[src/rtl/dtc_pkg.sv]
// constants and carriers of the dual timer control block
// assumes one 200 MHz clock and a classic wishbone master of 32 bits
package dtc_pkg;

    // ****************************************
    // bus shape and register map
    // ****************************************
    localparam int         DTC_AW         = 8;
    localparam int         DTC_DW         = 32;
    localparam logic [7:0] DTC_IDX_CTRL   = 8'h00;
    localparam logic [7:0] DTC_IDX_COMMON = 8'h01;
    localparam logic [7:0] DTC_ADR_CTRL   = DTC_IDX_CTRL << 2;
    localparam logic [7:0] DTC_ADR_COMMON = DTC_IDX_COMMON << 2;

    // ****************************************
    // timer8_control fields
    // ****************************************
    localparam int DTC_C_PIN     = 0;
    localparam int DTC_C_TOIE    = 1;
    localparam int DTC_C_CAPIE   = 2;
    localparam int DTC_C_PRE     = 3;
    localparam int DTC_C_TOF     = 5;
    localparam int DTC_C_ONESHOT = 6;
    localparam int DTC_C_RUN     = 7;

    // ****************************************
    // timer_common_control fields
    // ****************************************
    localparam int DTC_M_INIT16 = 0;
    localparam int DTC_M_INIT8  = 1;
    localparam int DTC_M_SUB    = 2;
    localparam int DTC_M_LOGIC  = 4;
    localparam int DTC_M_ROUTE  = 6;
    localparam int DTC_M_MODE   = 7;

    // ****************************************
    // reset values and stop recovery keep masks
    // ****************************************
    localparam logic [7:0] DTC_CTRL_RST     = 8'h00;
    localparam logic [7:0] DTC_COMMON_RST   = 8'h00;
    localparam logic [7:0] DTC_CTRL_KEEP    = 8'h3e;
    localparam logic [7:0] DTC_COMMON_KEEP  = 8'h30;

    // ****************************************
    // counts
    // ****************************************
    localparam logic [7:0] DTC_DEMOD_RELOAD = 8'hff;
    localparam logic [3:0] DTC_FILT_SHORT   = 4'h4;
    localparam logic [3:0] DTC_FILT_LONG    = 4'h8;

    // ****************************************
    // types
    // ****************************************
    typedef enum logic
    {
        DTC_TX    = 1'b0,
        DTC_DEMOD = 1'b1
    } dtc_mode_e;

    typedef struct packed
    {
        logic              cyc;
        logic              stb;
        logic              we;
        logic [DTC_AW-1:0] adr;
        logic [3:0]        sel;
        logic [DTC_DW-1:0] dat;
    } dtc_wb_req_s;

    typedef struct packed
    {
        logic              ack;
        logic [DTC_DW-1:0] dat;
    } dtc_wb_rsp_s;

endpackage

[src/rtl/dtc_timer_ctrl.sv]
// control and status logic of an 8-bit timer and its 16-bit partner
// assumes synchronous pins, a wishbone classic master and an outside
// 16-bit counter that reports its run state and its timeouts
//
// Notes on behaviour
// - pin bit picks port value or timer output
// - timeout interrupt enable survives stop recovery
// - capture interrupt enable survives stop recovery
// - timeout flag sticky, write one clears
// - count mode bit: repeat or single pass, single pass in transmit only
// - run bit starts, stops, reads back state
// - mode bit: transmit or demodulation
// - transmit: long counter output initial level
// - transmit: short timer output initial level
// - demodulation: falling edge flag, write one clears
// - demodulation: rising edge flag, write one clears
// - demodulation: glitch filter none, 4, 8
// - transmit: outputs combine by and/or/nor/nand
// - demodulation: edge select falling, rising, both
// - demodulation: pick first or alternate input
// - edge reloads all ones, zero sets timeout
`timescale 1ns/1ps

module dtc_timer_ctrl #(
    parameter int CNT_W = 8
) (
    // clock and reset
    input  wire logic                 clk_i,
    input  wire logic                 rst_i,
    input  wire logic                 smr_i,
    // register bus
    input  wire dtc_pkg::dtc_wb_req_s wb_req_i,
    output dtc_pkg::dtc_wb_rsp_s      wb_rsp_o,
    // short timer reload, long counter status and start
    input  wire logic [CNT_W-1:0]     short_reload_i,
    input  wire logic                 long_run_i,
    input  wire logic                 long_timeout_i,
    output logic                      long_start_o,
    // pins
    input  wire logic [1:0]           port_out_i,
    input  wire logic                 first_input_pin_i,
    input  wire logic                 alternate_input_pin_i,
    output logic                      first_output_pin_o,
    output logic                      second_output_pin_o,
    // events
    output logic                      capture_rise_o,
    output logic                      capture_fall_o,
    output logic                      timeout_irq_o,
    output logic                      capture_irq_o
);

    // ****************************************
    // functions
    // ****************************************
    function automatic logic dtc_tick(input logic [1:0] code,
                                      input logic [2:0] pre);
        case (code)
            2'b00: return 1'b1;
            2'b01: return pre[0];
            2'b10: return &pre[1:0];
            default: return &pre;
        endcase
    endfunction

    function automatic logic dtc_combine(input logic [1:0] sel,
                                         input logic       a,
                                         input logic       b);
        case (sel)
            2'b00: return a & b;
            2'b01: return a | b;
            2'b10: return ~(a | b);
            default: return ~(a & b);
        endcase
    endfunction

    // ****************************************
    // state
    // ****************************************
    logic [7:0]       ctrl_q;
    logic [7:0]       ctrl_d;
    logic [7:0]       common_q;
    logic [7:0]       common_d;
    logic             ack_q;
    logic [31:0]      rdat_q;
    logic [2:0]       pre_q;
    logic [CNT_W-1:0] cnt_q;
    logic [CNT_W-1:0] cnt_d;
    logic             wait_q;
    logic             st_out_q;
    logic             st_out_d;
    logic             lc_out_q;
    logic             lc_out_d;
    logic             in_q;
    logic             filt_q;
    logic             filt_d;
    logic             fprev_q;
    logic [3:0]       fcnt_q;
    logic [3:0]       fcnt_d;
    logic             pin1_q;
    logic             pin2_q;
    logic             start_q;
    logic             rise_q;
    logic             fall_q;
    logic             to_irq_q;
    logic             cap_irq_q;

    // ****************************************
    // bus decode
    // ****************************************
    wire        bus_req    = wb_req_i.cyc & wb_req_i.stb;
    wire        hit_ctrl   = wb_req_i.adr == dtc_pkg::DTC_ADR_CTRL;
    wire        hit_common = wb_req_i.adr == dtc_pkg::DTC_ADR_COMMON;
    // writes land on the edge at which the master sees ack
    wire        wr_ok      = bus_req & ack_q & wb_req_i.we & wb_req_i.sel[0];
    wire        wr_ctrl    = wr_ok & hit_ctrl;
    wire        wr_common  = wr_ok & hit_common;
    wire [7:0]  wdat       = wb_req_i.dat[7:0];
    wire        ack_d      = bus_req & ~ack_q;
    wire [31:0] rdat_d     = hit_ctrl   ? {24'h000000, ctrl_q}   :
                             hit_common ? {24'h000000, common_q} :
                                          32'h00000000;

    // ****************************************
    // mode and field views
    // ****************************************
    wire       demod     = common_q[dtc_pkg::DTC_M_MODE] ==
                           dtc_pkg::DTC_DEMOD;
    wire [1:0] sub_f     = common_q[dtc_pkg::DTC_M_SUB +: 2];
    wire [1:0] logic_f   = common_q[dtc_pkg::DTC_M_LOGIC +: 2];
    wire       route     = common_q[dtc_pkg::DTC_M_ROUTE];
    wire       run       = ctrl_q[dtc_pkg::DTC_C_RUN];
    wire       ping_pong = ~demod & (sub_f == 2'b01);
    wire       tick      = dtc_tick(ctrl_q[dtc_pkg::DTC_C_PRE +: 2],
                                    pre_q);

    // ****************************************
    // demodulator input, filter and edges
    // ****************************************
    wire       raw_in    = route ? alternate_input_pin_i
                                 : first_input_pin_i;
    wire [3:0] filt_thr  = (sub_f == 2'b01) ? dtc_pkg::DTC_FILT_SHORT
                                            : dtc_pkg::DTC_FILT_LONG;
    wire       rise_det  = filt_q & ~fprev_q;
    wire       fall_det  = ~filt_q & fprev_q;
    // code 11 of the edge field detects nothing
    wire       rise_evt  = demod & run & rise_det &
                           (logic_f == 2'b01 || logic_f == 2'b10);
    wire       fall_evt  = demod & run & fall_det &
                           (logic_f == 2'b00 || logic_f == 2'b10);
    wire       edge_evt  = rise_evt | fall_evt;

    always_comb
    begin
        filt_d = filt_q;
        fcnt_d = fcnt_q;
        if (sub_f == 2'b00 || sub_f == 2'b11 || ~demod)
        begin
            filt_d = in_q;
            fcnt_d = 4'h0;
        end
        else if (in_q == filt_q)
        begin
            fcnt_d = 4'h0;
        end
        else if (tick)
        begin
            if (fcnt_q + 4'h1 >= filt_thr)
            begin
                filt_d = in_q;
                fcnt_d = 4'h0;
            end
            else
            begin
                fcnt_d = fcnt_q + 4'h1;
            end
        end
    end

    // ****************************************
    // short timer
    // ****************************************
    wire [CNT_W-1:0] demod_load = CNT_W'(dtc_pkg::DTC_DEMOD_RELOAD);
    wire [CNT_W-1:0] reload_val = demod ? demod_load : short_reload_i;
    wire timeout_evt  = run & tick & ~wait_q & ~edge_evt &
                        (cnt_q == '0);
    wire oneshot_done = timeout_evt & ~demod &
                        ctrl_q[dtc_pkg::DTC_C_ONESHOT];
    wire [CNT_W-1:0] cnt_step = (cnt_q == '0) ? reload_val
                                              : cnt_q - 1'b1;

    // a detected edge beats the tick: the count restarts from all ones
    assign cnt_d = !run                       ? reload_val     :
                   edge_evt                   ? demod_load     :
                   ping_pong & long_timeout_i ? short_reload_i :
                   tick & ~wait_q             ? cnt_step       :
                                                cnt_q;

    // ****************************************
    // outputs of both timers
    // ****************************************
    wire init8  = common_q[dtc_pkg::DTC_M_INIT8];
    wire init16 = common_q[dtc_pkg::DTC_M_INIT16];
    // forced levels win over the long counter's own run state
    assign st_out_d = !run                     ? init8      :
                      timeout_evt && !demod    ? ~st_out_q  :
                                                 st_out_q;
    assign lc_out_d = !demod && sub_f == 2'b10 ? 1'b0       :
                      !demod && sub_f == 2'b11 ? 1'b1       :
                      !long_run_i              ? init16     :
                      long_timeout_i           ? ~lc_out_q  :
                                                 lc_out_q;

    wire combined = dtc_combine(logic_f, st_out_q, lc_out_q);
    wire pin1_d   = ctrl_q[dtc_pkg::DTC_C_PIN] ? st_out_q
                                               : port_out_i[0];
    wire pin2_d   = (~demod & route) ? combined
                                     : port_out_i[1];

    // ****************************************
    // register next values
    // ****************************************
    always_comb
    begin
        ctrl_d = ctrl_q;
        if (wr_ctrl)
        begin
            ctrl_d = wdat;
            ctrl_d[dtc_pkg::DTC_C_TOF] = ctrl_q[dtc_pkg::DTC_C_TOF] &
                                         ~wdat[dtc_pkg::DTC_C_TOF];
        end
        // a start written in the same cycle beats the single pass stop
        if (oneshot_done && !(wr_ctrl && wdat[dtc_pkg::DTC_C_RUN]))
        begin
            ctrl_d[dtc_pkg::DTC_C_RUN] = 1'b0;
        end
        if (timeout_evt)
        begin
            ctrl_d[dtc_pkg::DTC_C_TOF] = 1'b1;
        end
        if (smr_i)
        begin
            ctrl_d = (ctrl_d & dtc_pkg::DTC_CTRL_KEEP) |
                     (dtc_pkg::DTC_CTRL_RST &
                      ~dtc_pkg::DTC_CTRL_KEEP);
        end
    end

    // mode bit is not guarded: a change while running is left to software
    always_comb
    begin
        common_d = common_q;
        if (wr_common)
        begin
            common_d = wdat;
            if (demod)
            begin
                common_d[1:0] = common_q[1:0] & ~wdat[1:0];
            end
        end
        if (rise_evt)
        begin
            common_d[dtc_pkg::DTC_M_INIT8] = 1'b1;
        end
        if (fall_evt)
        begin
            common_d[dtc_pkg::DTC_M_INIT16] = 1'b1;
        end
        if (smr_i)
        begin
            common_d = (common_d & dtc_pkg::DTC_COMMON_KEEP) |
                       (dtc_pkg::DTC_COMMON_RST &
                        ~dtc_pkg::DTC_COMMON_KEEP);
        end
    end

    // ****************************************
    // flip-flops
    // ****************************************
    always_ff @(posedge clk_i)
    begin
        if (rst_i)
        begin
            ctrl_q   <= dtc_pkg::DTC_CTRL_RST;
            common_q <= dtc_pkg::DTC_COMMON_RST;
            ack_q    <= 1'b0;
            rdat_q   <= 32'h00000000;
        end
        else
        begin
            ctrl_q   <= ctrl_d;
            common_q <= common_d;
            ack_q    <= ack_d;
            rdat_q   <= rdat_d;
        end
    end

    always_ff @(posedge clk_i)
    begin
        if (rst_i)
        begin
            pre_q    <= 3'h0;
            cnt_q    <= '0;
            wait_q   <= 1'b0;
            st_out_q <= 1'b0;
            lc_out_q <= 1'b0;
        end
        else
        begin
            pre_q    <= pre_q + 3'h1;
            cnt_q    <= cnt_d;
            wait_q   <= ping_pong & run &
                        ((timeout_evt | wait_q) & ~long_timeout_i);
            st_out_q <= st_out_d;
            lc_out_q <= lc_out_d;
        end
    end

    always_ff @(posedge clk_i)
    begin
        if (rst_i)
        begin
            in_q      <= 1'b0;
            filt_q    <= 1'b0;
            fprev_q   <= 1'b0;
            fcnt_q    <= 4'h0;
            pin1_q    <= 1'b0;
            pin2_q    <= 1'b0;
            start_q   <= 1'b0;
            rise_q    <= 1'b0;
            fall_q    <= 1'b0;
            to_irq_q  <= 1'b0;
            cap_irq_q <= 1'b0;
        end
        else
        begin
            in_q      <= raw_in;
            filt_q    <= filt_d;
            fprev_q   <= filt_q;
            fcnt_q    <= fcnt_d;
            pin1_q    <= pin1_d;
            pin2_q    <= pin2_d;
            start_q   <= ping_pong & timeout_evt;
            rise_q    <= rise_evt;
            fall_q    <= fall_evt;
            to_irq_q  <= ctrl_q[dtc_pkg::DTC_C_TOF] &
                         ctrl_q[dtc_pkg::DTC_C_TOIE];
            cap_irq_q <= edge_evt &
                         ctrl_q[dtc_pkg::DTC_C_CAPIE];
        end
    end

    // ****************************************
    // outputs
    // ****************************************
    assign wb_rsp_o.ack        = ack_q;
    assign wb_rsp_o.dat        = rdat_q;
    assign long_start_o        = start_q;
    assign first_output_pin_o  = pin1_q;
    assign second_output_pin_o = pin2_q;
    assign capture_rise_o      = rise_q;
    assign capture_fall_o      = fall_q;
    assign timeout_irq_o       = to_irq_q;
    assign capture_irq_o       = cap_irq_q;

endmodule

[config.mk]
export PLATFORM = sky130hd
export DESIGN_NAME = dtc_timer_ctrl
export DESIGN_NICKNAME = d
export VERILOG_FILES = /design/src/rtl/dtc_pkg.sv /design/src/rtl/dtc_timer_ctrl.sv
export SDC_FILE = /design/constraint.sdc
export NUM_CORES = 1
export LEC_CHECK = 0
export BUFFER_PORTS_ARGS = -buffer_cell sky130_fd_sc_hd__buf_2
export CORE_ASPECT_RATIO = 1.5
export CORE_UTILIZATION = 51
export CTS_BUF_LIST = sky130_fd_sc_hd__clkbuf_8
export DETAILED_ROUTE_END_ITERATION = 7
export HOLD_SLACK_MARGIN = 0.02
export PLACE_DENSITY = 0.83
export SYNTH_ARGS = -nofsm -noshare
export SYNTH_HDL_FRONTEND = slang
export SYNTH_SLANG_ARGS = --single-unit
[constraint.sdc]
create_clock -name clk_i -period 3.1 [get_ports clk_i]
set_input_delay 0.155 -clock clk_i [delete_from_list [all_inputs] [get_ports clk_i]]
set_output_delay 0.155 -clock clk_i [all_outputs]
set_load 0.01 [all_outputs]
==> impl_metrics.csv <==
group,metric,value,unit
sta,finalHoldViolCount,0,
route,vias,2391,
yosys,ys_types,50,
route,drt_iter0_markers,108,
setup_path,timing.rr.start,"cnt_q[2]$_SDFFE_PP0P_",
setup_path,critPathRequiredTime,3.29,ns
grt,antenna_found_initial,0,
floorplanning,rows,32,
power,p_total,0.00119,W
setup_path,reg2reg_slack,0.71,ns
setup_path,rr_endpoint,"ctrl_q[7]$_SDFFE_PP0P_",
yosys,netlist.area_leader.share,38.8,%
power,peakVddDrop,0.000181,V
floorplanning,start_util,52.9,%
flow_run,max-cap-violations,0,
min_path,worstHoldStart,"long_timeout_i",
power,p_leak,1.27,nW
layout,fin_util,58.3,%
sta,max_slew_margin,52.5,%
sta,setup_viol,0,
yosys,ys_seq_elements,53,
yosys,netlist_area,2730,um2
sta,tns,0,ns
grt,grt_pass1_wl,9.68,mm
route,routed_wl,5.91,mm
yosys,ys.flop_type,"dfxtp_1",
grt,grt_use_total,22.4,%
yosys,synth_area_leaders,"dfxtp_1, buf_4, ha_1",
placed_design,gp_congestion,0.837,
sta,fmax,0.418,GHz
clock_tree,cts_resized,0,
yosys,postSynthCellCount,325,
clock_tree,clk_path_buf_depth,2,
layout,finalNetCount,445,
sta,clock_skew,0.00778,ns
setup_path,worstPathArrival,2.58,ns
placed_design,dp_slack,0.758,ns
min_path,whs_endpoint,"wait_q$_SDFF_PP0_",
clock_tree,tritoncts,"done",
clock_tree,cts.sinks,53,
yosys,yosysSeqAreaShare,38.8,%
yosys,async_reset_ff_share,0,%
clock_tree,cts_setup_buffers,0,
grt,use_met3,4.51,%
clock_tree,clkLatencyLatePin,0.30,ns
sta,slew_viol_final,0,
clock_tree,postCtsHoldBufs,0,
route,vias_per_cell,5.48,
route,drtAntennaViolNets,0,
grt,grt_pass1_vias,2200,
route,wire_per_inst,13.6,um
grt,grt_max_degree,39,
floorplanning,coreArea,5160,um2
clock_tree,ctsRootBufferMaster,"clkbuf_8",
sta,period_share,77.1,%
floorplanning,die_h,91.6,um
setup_path,critical_path.max_fanout,8,
setup_path,end_kind,"flip-flop",
sta,fin_ws,0.709,ns
placed_design,io_buffer_count,52,
grt,met2_usage,37.9,%
min_path,min_path_cells,2,
yosys,ys_warn_count,0,
min_path,min_path_type,"primary input to flip-flop",
clock_tree,clk_transition_reported_paths,0.09,ns
grt,top_usage_layer,"met2",
status,status,"completed",
layout,antenna_cells,0,
clock_tree,cts_htree_levels,2,
clock_tree,cts_buffers,5,
sta,period_needed,2.39,ns
layout,nFillCells,456,
floorplanning,die_w,61.8,um
route,drc,0,
layout,final_layout_size_suffix_gt1_share,17.9,%
sta,tightest_slew,0.713,ns
route,drt_first_pass_iters,4,
floorplanning,boundaryPins,104,
setup_path,cp-start-kind,"flip-flop",
power,powerDensity,395,nW/um2
yosys,synth_edf_count,0,
placed_design,hpwlAfterDp,4.40,mm
setup_path,r2r_cells,5,
yosys,synth_area_per_cell,8.40,um2
grt,met1_usage,26.3,%
yosys,post-synth-top-area-cell,"dfxtp_1",
sta,rsz0062_at_grt,"false",
layout,synthToLayoutAreaGrowth,10.2,%
grt,overflow,0,
setup_path,crit_type,"flip-flop to flip-flop",
floorplanning,dieArea,5660,um2
-- cell usage in the layout (no fill, tap or decap), types with 8 or more instances in the layout --
master / count
dfxtp_1: 53
buf_2: 52
nor2_1: 45
a21oi_1: 29
conb_1: 24
nand2_1: 18
ha_1: 14
inv_1: 12
nand3_1: 9
a22oi_1: 9
nor3_1: 8
mux2i_1: 8
-- area by class of cell --
| type | instances | area, um2 | area share (%) |
|---|---|---|---|
| clock inverters | 3 | 18.8 | 0.623 |
| multi-input cells | 242 | 1460 | 48.6 |
| repair buffers | 53 | 268 | 8.89 |
| flip-flops and latches | 53 | 1060 | 35.2 |
| inverters | 12 | 45.0 | 1.50 |
| clock buffers | 5 | 68.8 | 2.29 |
| well taps | 68 | 85.1 | 2.83 |
-- sequential cells by signal, summed over array words and instances (netlist names), 3 cells and up --
name and cells:
ctrl_q 8, common_q 8, pre_q 3, rdat_q 8
fcnt_q 4, cnt_q 8
-- how the worst max path moves through the flow --
stage	start	to	slack, ns	depth (start not counted)
4_1_cts	cnt_q[2]$_SDFFE_PP0P_	ctrl_q[7]$_SDFFE_PP0P_	0.71	5
5_1_grt	cnt_q[2]$_SDFFE_PP0P_	ctrl_q[7]$_SDFFE_PP0P_	0.58	5
6_report	cnt_q[2]$_SDFFE_PP0P_	ctrl_q[7]$_SDFFE_PP0P_	0.71	5
3_5_place_dp	cnt_q[2]$_SDFFE_PP0P_	ctrl_q[7]$_SDFFE_PP0P_	0.76	5
3_3_place_gp	cnt_q[2]$_SDFFE_PP0P_	ctrl_q[7]$_SDFFE_PP0P_	0.79	5
2_1_floorplan	cnt_q[2]$_SDFFE_PP0P_	ctrl_q[7]$_SDFFE_PP0P_	0.88	5
-- metrics by stage --
step                hold slack (ns)  std cells  cell area [um2]
CTS                          0.0638        436             3010
detailed placement            0.389        428             2920
finish                       0.0761        436             3010
global placement              0.392        428             2920
floorplan                     0.226        348             2820
global route                 0.0633        436             3010
-- where the power goes --
group	switching (W)	internal, W
logic	0.0000600	0.0000446
clock network	0.000223	0.000156
registers	0.0000132	0.000693
-- cells in the mapped netlist (all sizes together) (3+ instances only) --
library cell  instances
a22oi                 9
buf                  27
xnor2                 5
inv                  11
or3                   5
a21oi                29
nor2b                 6
o221ai                3
o21ai                 7
nand3                 9
and3                  3
dfxtp                53
ha                   14
nor3                  8
clkbuf               14
mux2i                 8
a211oi                7
nor4                  3
nor2                 45
o211ai                3
nand2                18
-- metal layers --
metal | wire length, um | vias up
met5 | 0 | -
met4 | 186 | 0
met3 | 242 | 19
met2 | 3140 | 72
met1 | 2350 | 1118
li1 | - | 1182
-- logic make-up (layout without fill, tap and decap cells) --
logic type,count (synthesis),count (layout),share of synthesized area (%)
simple gates,114,114,20.9
other cells,1,24,0.137
compound gates,75,75,17.8
buf+inv,53,73,10.7
mux,8,8,2.93
fa+ha+maj,14,14,6.41
flops,53,53,38.8
xor+xnor,7,7,2.24
-- critical path, cell delays in order (launching register included) --
cell      delay [ns]
dfxtp_1         0.38
or4_4           0.59
or4_1           0.53
or3_4           0.38
o311ai_0        0.28
a21oi_1         0.10
Power figures use the tool's default switching activity.
